<file path="src/hol_pkg.sv">
// Constants and types for the channel and module status indicator block
package hol_pkg;
   localparam longint HOL_CLK_HZ = 125_000_000;

   // Register byte addresses
   localparam logic [3:0] HOL_ADDR_CTRL = 4'h0;
   localparam logic [3:0] HOL_ADDR_STATUS = 4'h4;
   localparam logic [3:0] HOL_ADDR_IRQ_STAT = 4'h8;
   localparam logic [3:0] HOL_ADDR_IRQ_MASK = 4'hc;

   // Control register fields
   localparam int HOL_CTRL_FORCE_BIT = 0;
   localparam int HOL_CTRL_CONFIG_BIT = 1;
   localparam int HOL_CTRL_TMO_LSB = 2;
   localparam int HOL_TMO_W = 3;
   localparam logic [HOL_TMO_W-1:0] HOL_TMO_RESET = 3'h0;

   // Status register fields
   localparam int HOL_ST_PWR_BIT = 0;
   localparam int HOL_ST_COMM_BIT = 1;
   localparam int HOL_ST_EXT_BIT = 2;
   localparam int HOL_ST_INT_BIT = 3;
   localparam int HOL_ST_LED_LSB = 8;

   // Interrupt event bits
   localparam int HOL_IRQ_W = 3;
   localparam int HOL_IRQ_EXT_BIT = 0;
   localparam int HOL_IRQ_COMM_BIT = 1;
   localparam int HOL_IRQ_FAIL_BIT = 2;

   localparam int HOL_NCHAN = 8;
   localparam logic [HOL_NCHAN-1:0] HOL_FAIL_XOR = 8'hff;

   localparam logic [1:0] HOL_RESP_OKAY = 2'h0;
   localparam logic [1:0] HOL_RESP_SLVERR = 2'h2;

   // Communication timeout periods in milliseconds, indexed by the select code
   localparam longint HOL_TMO_MS [0:7] = '{16000, 4000, 2000, 1000, 500, 250, 125, 62};
   // End-of-conversion watchdog window in microseconds
   localparam longint HOL_EOC_WIN_US = 1000;

   typedef logic [31:0] hol_cnt_t;
   typedef hol_cnt_t hol_tmo_tab_t [0:7];

   function automatic hol_tmo_tab_t hol_tmo_cycles();
      hol_tmo_tab_t t;
      for (int i = 0; i < 8; i++) begin
         t[i] = hol_cnt_t'(HOL_TMO_MS[i] * HOL_CLK_HZ / 1000);
      end
      return t;
   endfunction

   localparam hol_tmo_tab_t HOL_TMO_CYC = hol_tmo_cycles();
   localparam hol_cnt_t HOL_EOC_WIN_CYC = hol_cnt_t'(HOL_EOC_WIN_US * HOL_CLK_HZ / 1000000);
endpackage

</file>
<file path="src/hol_wdog_if.sv">
// Interface between the status block and its reloadable watchdog counters
`timescale 1ns/1ps
interface hol_wdog_if;
   import hol_pkg::*;
   hol_cnt_t load_val;
   logic kick;
   logic expired;
   modport wd (input load_val, input kick, output expired);
   modport user (output load_val, output kick, input expired);
endinterface

</file>
<file path="src/hol_watchdog.sv">
// Reloadable down-counting watchdog
`timescale 1ns/1ps
module hol_watchdog
   import hol_pkg::*;
(
   input wire logic aclk,
   input wire logic aresetn,
   hol_wdog_if.wd w
);
   hol_cnt_t cnt;
   hol_cnt_t next_cnt;
   logic loaded;
   logic next_loaded;

   // First load after reset happens unconditionally so a silent source still times out
   always_comb begin
      next_cnt = cnt;
      next_loaded = 1'b1;
      if (w.kick || !loaded) begin
         next_cnt = w.load_val;
      end else if (cnt != '0) begin
         next_cnt = cnt - hol_cnt_t'(1);
      end
   end

   always_ff @(posedge aclk) begin
      if (!aresetn) begin
         cnt <= '0;
         loaded <= 1'b0;
      end else begin
         cnt <= next_cnt;
         loaded <= next_loaded;
      end
   end

   assign w.expired = loaded && (cnt == '0);
endmodule

</file>
<file path="src/hol_status_leds.sv">
// Module status and channel activity indicator logic with AXI4-Lite registers
`timescale 1ns/1ps
module hol_status_leds
   import hol_pkg::*;
#(
   parameter hol_tmo_tab_t COMM_TMO_CYC = HOL_TMO_CYC,
   parameter hol_cnt_t EOC_WIN_CYC = HOL_EOC_WIN_CYC
)
(
   input wire logic aclk,
   input wire logic aresetn,
   input wire logic [3:0] s_axi_awaddr,
   input wire logic s_axi_awvalid,
   output logic s_axi_awready,
   input wire logic [31:0] s_axi_wdata,
   input wire logic [3:0] s_axi_wstrb,
   input wire logic s_axi_wvalid,
   output logic s_axi_wready,
   output logic [1:0] s_axi_bresp,
   output logic s_axi_bvalid,
   input wire logic s_axi_bready,
   input wire logic [3:0] s_axi_araddr,
   input wire logic s_axi_arvalid,
   output logic s_axi_arready,
   output logic [31:0] s_axi_rdata,
   output logic [1:0] s_axi_rresp,
   output logic s_axi_rvalid,
   input wire logic s_axi_rready,
   input wire logic pwr5v_good,
   input wire logic eoc,
   input wire logic diag_prom_fail,
   input wire logic diag_ee_fail,
   input wire logic diag_ram_fail,
   input wire logic msg_sent,
   input wire logic [2:0] msg_chan,
   input wire logic resp_ok,
   input wire logic resp_fail,
   output logic led_power,
   output logic led_comm,
   output logic led_ext_err,
   output logic led_int_err,
   output logic [HOL_NCHAN-1:0] led_chan,
   output logic irq
);
   // Pin synchronisers
   logic pwr_s1, pwr_s2, eoc_s1, eoc_s2, eoc_s3;

   always_ff @(posedge aclk) begin
      if (!aresetn) begin
         pwr_s1 <= 1'b0;
         pwr_s2 <= 1'b0;
         eoc_s1 <= 1'b0;
         eoc_s2 <= 1'b0;
         eoc_s3 <= 1'b0;
      end else begin
         pwr_s1 <= pwr5v_good;
         pwr_s2 <= pwr_s1;
         eoc_s1 <= eoc;
         eoc_s2 <= eoc_s1;
         eoc_s3 <= eoc_s2;
      end
   end

   // Register bus state
   logic aw_held, w_held, next_aw_held, next_w_held;
   logic [3:0] aw_addr, next_aw_addr;
   logic [31:0] w_data, next_w_data;
   logic w_lane0, next_w_lane0;
   logic bvalid, next_bvalid, rvalid, next_rvalid;
   logic [1:0] bresp, next_bresp, rresp, next_rresp;
   logic [31:0] rdata, next_rdata;
   logic force_err, next_force_err, configured, next_configured;
   logic [HOL_TMO_W-1:0] tmo_sel, next_tmo_sel;
   logic [HOL_IRQ_W-1:0] irq_stat, next_irq_stat, irq_mask, next_irq_mask;
   logic [HOL_IRQ_W-1:0] irq_evt;
   logic [31:0] status_word;
   logic do_write, do_read, bus_activity;

   assign s_axi_awready = !aw_held;
   assign s_axi_wready = !w_held;
   assign s_axi_arready = !rvalid;
   assign s_axi_bvalid = bvalid;
   assign s_axi_bresp = bresp;
   assign s_axi_rvalid = rvalid;
   assign s_axi_rresp = rresp;
   assign s_axi_rdata = rdata;

   assign do_write = aw_held && w_held && !bvalid;
   assign do_read = s_axi_arvalid && !rvalid;
   // Any completed access counts as controller traffic
   assign bus_activity = do_write || do_read;

   always_comb begin
      status_word = '0;
      status_word[HOL_ST_PWR_BIT] = led_power;
      status_word[HOL_ST_COMM_BIT] = led_comm;
      status_word[HOL_ST_EXT_BIT] = led_ext_err;
      status_word[HOL_ST_INT_BIT] = led_int_err;
      status_word[HOL_ST_LED_LSB +: HOL_NCHAN] = led_chan;
   end

   always_comb begin
      next_aw_held = aw_held;
      next_w_held = w_held;
      next_aw_addr = aw_addr;
      next_w_data = w_data;
      next_w_lane0 = w_lane0;
      next_bvalid = bvalid;
      next_bresp = bresp;
      next_rvalid = rvalid;
      next_rresp = rresp;
      next_rdata = rdata;
      next_force_err = force_err;
      next_configured = configured;
      next_tmo_sel = tmo_sel;
      next_irq_mask = irq_mask;
      next_irq_stat = irq_stat;
      if (s_axi_awvalid && !aw_held) begin
         next_aw_held = 1'b1;
         next_aw_addr = {s_axi_awaddr[3:2], 2'h0};
      end
      if (s_axi_wvalid && !w_held) begin
         next_w_held = 1'b1;
         next_w_data = s_axi_wdata;
         next_w_lane0 = s_axi_wstrb[0];
      end
      if (bvalid && s_axi_bready) begin
         next_bvalid = 1'b0;
      end
      if (do_write) begin
         next_aw_held = 1'b0;
         next_w_held = 1'b0;
         next_bvalid = 1'b1;
         next_bresp = HOL_RESP_OKAY;
         case (aw_addr)
            HOL_ADDR_CTRL: begin
               if (w_lane0) begin
                  next_force_err = w_data[HOL_CTRL_FORCE_BIT];
                  next_configured = w_data[HOL_CTRL_CONFIG_BIT];
                  next_tmo_sel = w_data[HOL_CTRL_TMO_LSB +: HOL_TMO_W];
               end
            end
            HOL_ADDR_STATUS: ;
            HOL_ADDR_IRQ_STAT: begin
               if (w_lane0) begin
                  next_irq_stat = irq_stat & ~w_data[HOL_IRQ_W-1:0];
               end
            end
            HOL_ADDR_IRQ_MASK: begin
               if (w_lane0) begin
                  next_irq_mask = w_data[HOL_IRQ_W-1:0];
               end
            end
            default: next_bresp = HOL_RESP_SLVERR;
         endcase
      end
      // A new event wins over a same-cycle clear
      next_irq_stat = next_irq_stat | irq_evt;
      if (rvalid && s_axi_rready) begin
         next_rvalid = 1'b0;
      end
      if (do_read) begin
         next_rvalid = 1'b1;
         next_rresp = HOL_RESP_OKAY;
         next_rdata = '0;
         case ({s_axi_araddr[3:2], 2'h0})
            HOL_ADDR_CTRL: begin
               next_rdata[HOL_CTRL_FORCE_BIT] = force_err;
               next_rdata[HOL_CTRL_CONFIG_BIT] = configured;
               next_rdata[HOL_CTRL_TMO_LSB +: HOL_TMO_W] = tmo_sel;
            end
            HOL_ADDR_STATUS: next_rdata = status_word;
            HOL_ADDR_IRQ_STAT: next_rdata[HOL_IRQ_W-1:0] = irq_stat;
            HOL_ADDR_IRQ_MASK: next_rdata[HOL_IRQ_W-1:0] = irq_mask;
            default: next_rresp = HOL_RESP_SLVERR;
         endcase
      end
   end

   always_ff @(posedge aclk) begin
      if (!aresetn) begin
         aw_held <= 1'b0;
         w_held <= 1'b0;
         aw_addr <= '0;
         w_data <= '0;
         w_lane0 <= 1'b0;
         bvalid <= 1'b0;
         bresp <= HOL_RESP_OKAY;
         rvalid <= 1'b0;
         rresp <= HOL_RESP_OKAY;
         rdata <= '0;
         force_err <= 1'b0;
         configured <= 1'b0;
         tmo_sel <= HOL_TMO_RESET;
         irq_stat <= '0;
         irq_mask <= '0;
      end else begin
         aw_held <= next_aw_held;
         w_held <= next_w_held;
         aw_addr <= next_aw_addr;
         w_data <= next_w_data;
         w_lane0 <= next_w_lane0;
         bvalid <= next_bvalid;
         bresp <= next_bresp;
         rvalid <= next_rvalid;
         rresp <= next_rresp;
         rdata <= next_rdata;
         force_err <= next_force_err;
         configured <= next_configured;
         tmo_sel <= next_tmo_sel;
         irq_stat <= next_irq_stat;
         irq_mask <= next_irq_mask;
      end
   end

   assign irq = |(irq_stat & irq_mask);

   // Watchdogs for controller traffic and conversion activity
   hol_wdog_if comm_wd ();
   hol_wdog_if eoc_wd ();

   // A write that changes the selection already arms the new period
   assign comm_wd.load_val = COMM_TMO_CYC[next_tmo_sel];
   assign comm_wd.kick = bus_activity;
   assign eoc_wd.load_val = EOC_WIN_CYC;
   assign eoc_wd.kick = eoc_s2 ^ eoc_s3;

   hol_watchdog u_comm_wd (
      .aclk(aclk),
      .aresetn(aresetn),
      .w(comm_wd.wd)
   );

   hol_watchdog u_eoc_wd (
      .aclk(aclk),
      .aresetn(aresetn),
      .w(eoc_wd.wd)
   );

   // Module indicators and channel pattern
   logic comm_seen, next_comm_seen, comm_lost, next_comm_lost;
   logic ext_err, int_err, ext_d, comm_lost_d;
   logic [HOL_NCHAN-1:0] chan, next_chan, onehot;
   logic [2:0] cur_chan, next_cur_chan;

   assign ext_err = eoc_wd.expired;
   // Field power loss deliberately stays out of this term
   assign int_err = force_err || comm_lost || diag_prom_fail || diag_ee_fail
                    || diag_ram_fail;
   assign onehot = HOL_NCHAN'(1) << msg_chan;

   assign irq_evt[HOL_IRQ_EXT_BIT] = ext_err && !ext_d;
   assign irq_evt[HOL_IRQ_COMM_BIT] = comm_lost && !comm_lost_d;
   assign irq_evt[HOL_IRQ_FAIL_BIT] = resp_fail && configured;

   always_comb begin
      next_comm_seen = comm_seen;
      next_comm_lost = comm_lost;
      if (bus_activity) begin
         next_comm_seen = 1'b1;
         next_comm_lost = 1'b0;
      end else if (comm_wd.expired && comm_seen) begin
         next_comm_seen = 1'b0;
         next_comm_lost = 1'b1;
      end
      next_cur_chan = (msg_sent && configured) ? msg_chan : cur_chan;
   end

   // A new message replaces any failure pattern with its own one-hot
   for (genvar i = 0; i < HOL_NCHAN; i++) begin : g_chan
      always_comb begin
         next_chan[i] = chan[i];
         if (!configured) begin
            next_chan[i] = 1'b0;
         end else if (msg_sent) begin
            next_chan[i] = onehot[i];
         end else if (resp_fail) begin
            next_chan[i] = (cur_chan == 3'(i)) ^ HOL_FAIL_XOR[i];
         end else if (resp_ok && cur_chan == 3'(i)) begin
            next_chan[i] = 1'b0;
         end
      end
   end

   always_ff @(posedge aclk) begin
      if (!aresetn) begin
         comm_seen <= 1'b0;
         comm_lost <= 1'b0;
         chan <= '0;
         cur_chan <= '0;
         ext_d <= 1'b0;
         comm_lost_d <= 1'b0;
         led_power <= 1'b0;
         led_comm <= 1'b0;
         led_ext_err <= 1'b0;
         led_int_err <= 1'b0;
      end else begin
         comm_seen <= next_comm_seen;
         comm_lost <= next_comm_lost;
         chan <= next_chan;
         cur_chan <= next_cur_chan;
         ext_d <= ext_err;
         comm_lost_d <= comm_lost;
         led_power <= pwr_s2;
         led_comm <= next_comm_seen;
         led_ext_err <= ext_err;
         led_int_err <= int_err;
      end
   end

   assign led_chan = chan;
endmodule

</file>
<file path="config.mk">
export PLATFORM = sky130hd
export DESIGN_NAME = hol_status_leds
export DESIGN_NICKNAME = d
export VERILOG_FILES = /design/src/hol_pkg.sv /design/src/hol_wdog_if.sv /design/src/hol_watchdog.sv /design/src/hol_status_leds.sv
export SDC_FILE = /design/constraint.sdc
export NUM_CORES = 1
export LEC_CHECK = 0
export ABC_AREA = 1
export ABC_CLOCK_PERIOD_IN_PS = 5150
export BUFFER_PORTS_ARGS = -buffer_cell sky130_fd_sc_hd__buf_2
export CAP_MARGIN = 20
export CORE_MARGIN = 3
export CORE_UTILIZATION = 30
export CTS_BUF_LIST = sky130_fd_sc_hd__clkbuf_16
export DETAILED_ROUTE_END_ITERATION = 12
export GPL_ROUTABILITY_DRIVEN = 0
export SLEW_MARGIN = 20
export SYNTH_ARGS = -nofsm -noshare
export SYNTH_HDL_FRONTEND = slang
export SYNTH_SLANG_ARGS = --single-unit
</file>
<file path="constraint.sdc">
create_clock -name aclk -period 5.15 [get_ports aclk]
set_clock_uncertainty 0.2 [all_clocks]
set_input_delay 0.515 -clock aclk [delete_from_list [all_inputs] [get_ports aclk]]
set_output_delay 0.515 -clock aclk [all_outputs]
set_load 0.02 [all_outputs]
</file>
# Word-level counts from Yosys, hierarchy flattened
# Memory sizes are Yosys's and may differ from the RTL's.
# Cells that the tools add are included.
# op_classes
shift	1
order_cmp	1
muxes	47
add_sub_neg	2
reduce_logical	64
n_eq_ne	13
n_bitwise	15
# ops
operator	count
32-bit 2-to-1 mux	4
32-bit logical NOT	2
32-bit nonzero test	2
32-bit by 1-bit subtractor with 32-bit output (second input constant)	2
17-bit 2-to-1 mux	2
1-bit 2-to-1 mux	31
3-bit nonzero test	8
1-bit logical AND	22
3-bit 2-to-1 mux	6
3-bit equality test (second input constant)	4
3-bit case mux with 4 select lines	1
11-bit 2-to-1 mux	1
2-bit nonzero test	5
1-bit NOT	9
2-bit equality test (second input constant)	4
1-bit by 3-bit left shift with 8-bit output (first input constant)	1
1-bit logical NOT	7
1-bit logical OR	7
3-bit AND	2
3-bit by 2-bit equality test with 1-bit output (second input constant)	2
3-bit AND reduction	2
2-bit OR reduction	3
2-bit by 1-bit equality test with 1-bit output (second input constant)	2
4-bit >= comparator (second input constant)	1
other kinds (13)	13
# totals
mem_count	1
romBits	256
out_inout_bits	54
reg_bits	144
# mem_list
memory	words	word_bits	read_ports	rd_ports_with_merged_regs	write_ports	line_no	rtl
(no name shown)	8	32	1	0	0	hol_status_leds.sv:223	assign comm_wd.load_val = COMM_TMO_CYC[next_tmo_sel];

# Depth between registers and ports, before layout
# logic_depth
depth_word	8
depth_mapped	13
ltp_nobuf	13

# Hierarchy
# A second synthesis with hierarchy kept.
# unflattened
hier_cells	1295
area_unflattened_um2	8011.4
# modules_own_cells
mod	instances	cells_per_inst	seq_area_each_um2	area_per_inst_um2
hol_watchdog	2	420	660.6	2443.6
hol_status_leds	1	455	1181.1	3124.2

# Worst setup path after synthesis
# Ideal clock, no wire load.
# synth_path
kind	register -> register
from	reg bvalid, in the netlist s_axi_bvalid
to	reg u_comm_wd.cnt[23]
n_path_buf	0
setup_slack_ps	3202
stages_incl_launch_ff	10
synth_period_minus_slack_ps	1948
required_ps	4822
arrival_time_ps	1621
path_cell_list	dfxtp_1 -> nor2_4 -> nand3_1 -> nand2_2 -> inv_1 -> ha_1 -> nand2_1 -> nand3_1 -> nand3_1 -> nor2_1
# synth_via
elab_chain_len	8
word_cells_on_any_way	11
# synth_lines
element	line_no	rtl
from (decl)	hol_status_leds.sv:69	logic bvalid, next_bvalid, rvalid, next_rvalid;
from (signal assigned)	hol_status_leds.sv:203	bvalid <= next_bvalid;
1-bit logical NOT (*)	hol_status_leds.sv:88	assign do_write = aw_held && w_held && !bvalid;
1-bit logical AND (*)	hol_status_leds.sv:88	
3-bit 2-to-1 mux	hol_status_leds.sv:130	if (do_write) begin
3-bit NOT with 4-bit output (implied by the code)	hol_status_leds.sv:223	
memory 8 x 32 bit	--	
32-bit 2-to-1 mux (implied by the code) (2 in series)	hol_status_leds.sv:223	
32-bit 2-to-1 mux	hol_watchdog.sv:19	if (w.kick || !loaded) begin
to (signal assigned)	hol_watchdog.sv:31	cnt <= next_cnt;
to (decl)	hol_watchdog.sv:10	hol_cnt_t cnt;
# Every way passes the cells marked *; elsewhere a longest branch is shown, timed or not. The select of a mux whose other input is x is not followed.
# A chain may end at the register's enable or synchronous reset.

# Final worst setup path
# layout_path
from	reg rvalid, in the netlist s_axi_rvalid
to	reg u_comm_wd.cnt[14]
# layout_via
elab_chain_len	5
word_cells_on_any_way	6
# layout_lines
element	line_no	rtl
from (decl)	hol_status_leds.sv:69	
from (signal assigned)	hol_status_leds.sv:205	rvalid <= next_rvalid;
1-bit logical NOT (*)	hol_status_leds.sv:89	assign do_read = s_axi_arvalid && !rvalid;
1-bit logical AND (*)	hol_status_leds.sv:89	
1-bit logical OR (*)	hol_status_leds.sv:91	assign bus_activity = do_write || do_read;
1-bit logical OR (*)	hol_watchdog.sv:19	
32-bit 2-to-1 mux / 2-bit nonzero test (equally long branches)	--	
# Every way passes the cells marked *; elsewhere a longest branch is shown, timed or not.

==> flow_metrics.tcl <==
set metrics [dict create \
    fin_nets 1121 \
    synth.ff_latch_count 124 \
    fin_ws_ns 2.73 \
    drt_pass1_iterations 5 \
    cp-startpoint "s_axi_rvalid$_SDFFE_PN0P_" \
    worstMarginPinSlew_ns 0.843 \
    synth_area_leaders "dfxtp_1, nor2_1, nand2_1" \
    sw_frac_of_total 0.306 \
    cts_max_path_buffers 2 \
    stdcell_area_um2 7700 \
    hpwl_um 13000 \
    cp.required_ns 5.26 \
    grtUsageTotal 0.151 \
    grt_pass1_wl_um 29500 \
    synthAdderAreaFrac 0.0170 \
    utilization 0.360 \
    remaining_drc_errors 0 \
    p_seq_frac 0.391 \
    synth_top_area_frac 0.374 \
    synth_compound_area_frac 0.0968 \
    post-cts-setup-buffers 0 \
    reg2reg_slack_ns 2.73 \
    dp_slack_ns 2.50 \
    core_area_um2 21400 \
    placed_cell_area_um2 7110 \
    power_density_nw_per_um2 348 \
    cts_tree "built" \
    drv_cap 0 \
    clock_latency_ns 0.42 \
    drive_gt1_frac 0.119 \
    synth_ff_type "dfxtp_1" \
    gr-total-overflow 0 \
    r2r-start "s_axi_rvalid$_SDFFE_PN0P_" \
    ir_drop_uv 177 \
    synth-edff-count 0 \
    vias_per_cell 4.75 \
    pin_count 116 \
    synth_async_sr_flop_share 0 \
    h-tree-depth 4 \
    synth_top_family_by_area "simple AND/OR/NAND/NOR gates" \
    synth.most_common_cell "nor2_1" \
    netlist_area_um2 6640 \
    hold_path.class "in -> reg" \
    seq_area_frac_synth 0.374 \
    synth_cell_types 44 \
    r2r_cells 10 \
    die_h_um 155 \
    initial_utilization 0.310 \
    finalCriticalPeriod_ns 2.42 \
    crit_type "reg -> reg" \
    n_antenna_cell 0 \
    synth_top_area_cell "dfxtp_1" \
    syn_inst 991 \
    setup.worst_path.end_class "flip-flop" \
    grt_max_degree 42 \
    fin_setup_tns_ns 0 \
    power.total_mw 2.68 \
    antenna_found_initial 0 \
    maxSlewHeadroom 0.437 \
    avgSynthCellArea_um2 6.70 \
    status "finished, final reports clean" \
    leakage_nw 3.49 \
    cp.arrival_ns 2.53 \
    setup_violations 0 \
    p_int_mw 1.86 \
    ys_top_cells_by_count "nor2_1, nand2_1, dfxtp_1, nand3_1, inv_1" \
    drtIter0Drc 468 \
    synth_xor_area_frac 0.0475 \
    clock_sinks 124 \
    switchingPower_uw 820 \
    hold_start "eoc" \
    die_area_um2 24000 \
    wire_per_inst_um 13.4 \
    die_x_um 155 \
    finalHoldViolCount 0 \
    ctsHoldBuffers 0 \
    synthToLayoutAreaGrowth_pct 15.9 \
    cts_root_buf "clkbuf_16" \
    ant_nets 0 \
    ys_warn_count 0 \
    std_cell_rows 53 \
    numCtsBuffers 17 \
    num_vias 6351 \
    rsz0062_at_grt "no" \
    p_comb_frac 0.164 \
    worstHoldEndpoint "eoc_s1$_SDFF_PN0_" \
    drv_slew 0 \
    critPathLaunchType "flip-flop" \
    synth-simple-area-share 0.379 \
    path_clk_slew_ns 0.06 \
    post_cts_resized 0 \
    drt_wl_total_um 17900 \
    hold_depth 3 \
    cp_max_fo 33 \
    muxShareOfSynthArea 0 \
    r2r-end "u_comm_wd.cnt[14]$_SDFFE_PN0P_" \
    max_freq_ghz 0.414 \
    port_buffers 59 \
    clkPwrFrac 0.446 \
    grt_pass1_vias 5986 \
    min_period_over_period 0.469 \
]
## cells in the final DEF, fill, tap and decap left out, drive strengths merged, types with 2 or more instances in the layout
cell	n
a211oi	2
a21oi	36
a22oi	9
a31oi	4
a41oi	3
buf	62
bufinv	2
clkbuf	17
clkinv	6
clkinvlp	4
conb	22
dfxtp	124
ha	9
inv	82
nand2	229
nand3	86
nand3b	3
nand4	12
nor2	232
nor3	23
o211a	4
o21a	3
o21ai	36
o21bai	2
o221ai	3
o22ai	2
o41ai	2
or2	5
xnor2	25
xor2	11
## power by group through the flow
stage	Sequential [mW]	Clock, mW	Combinational (mW)
5_1_grt	1.05	1.26	0.500
2_1_floorplan	1.06	0	0.344
6_report	1.05	1.20	0.439
3_3_place_gp	1.07	0	0.429
4_1_cts	1.05	1.22	0.437
3_5_place_dp	1.07	0	0.432
## state kept, by name, summed over array words and instances, names as in the netlist, 2 cells and up
name / cells
irq_mask: 3
tmo_sel: 3
irq_stat: 3
u_comm_wd.cnt: 32
led_chan: 8
aw_addr: 2
cur_chan: 3
w_data: 5
s_axi_rdata: 13
u_eoc_wd.cnt: 32
## critical path, stage by stage, from the launching register on
cell	delay (ns)
dfxtp_1	0.33
inv_2	0.05
nand2_2	0.23
inv_2	0.18
nor3_4	0.17
buf_4	0.38
nand4_4	0.28
nand2_4	0.29
inv_2	0.06
nand2_1	0.07
nand2_1	0.04
## area by class of cell
cell class                      instances  area (um2)
Fill cell                            2272       13700
Multi-Input combinational cell        766        3670
Sequential cell                       124        2480
Clock buffer                           17         425
Tap cell                              275         344
Timing Repair Buffer                   62         318
Inverter                               79         297
Clock inverter                         15         164
## worst max-delay path by stage
stage | endpoint | slack, ns | cells past startpoint
final | u_comm_wd.cnt[14]$_SDFFE_PN0P_ | 2.73 | 10
after global routing | u_comm_wd.cnt[19]$_SDFFE_PN0P_ | 2.55 | 10
after CTS | u_comm_wd.cnt[14]$_SDFFE_PN0P_ | 2.75 | 10
after detailed placement | u_comm_wd.cnt[14]$_SDFFE_PN0P_ | 2.50 | 10
after global placement | u_comm_wd.cnt[19]$_SDFFE_PN0P_ | 2.49 | 10
after floorplan | u_comm_wd.cnt[23]$_SDFFE_PN0P_ | 3.20 | 9
## routing by layer
| metal | vias up | part of all wire | track usage |
|---|---|---|---|
| met5 | - | 0 | 0 |
| met1 | 2913 | 0.48 | 0.205 |
| li1 | 3275 | - | - |
| met4 | 0 | 0.012 | 0.0387 |
| met2 | 147 | 0.46 | 0.242 |
| met3 | 16 | 0.048 | 0.0361 |
## through the flow
step	hold slack, ns	cells
5_1_grt	0.0727	1338
4_1_cts	0.0558	1338
3_3_place_gp	0.197	1306
2_1_floorplan	0.190	1012
3_5_place_dp	0.201	1306
6_report	0.0699	1338
## cell families (layout without fill, tap and decap cells)
kind of cell,Yosys count,in the layout
other,1,22
flip-flops,124,124
buffers and inverters,122,173
AND/OR/NAND/NOR,591,591
AO/OA/AOI/OAI,108,108
adder cells (fa/ha/maj),9,9
XOR/XNOR,36,36
No activity file was read; power rests on OpenSTA's default activity.
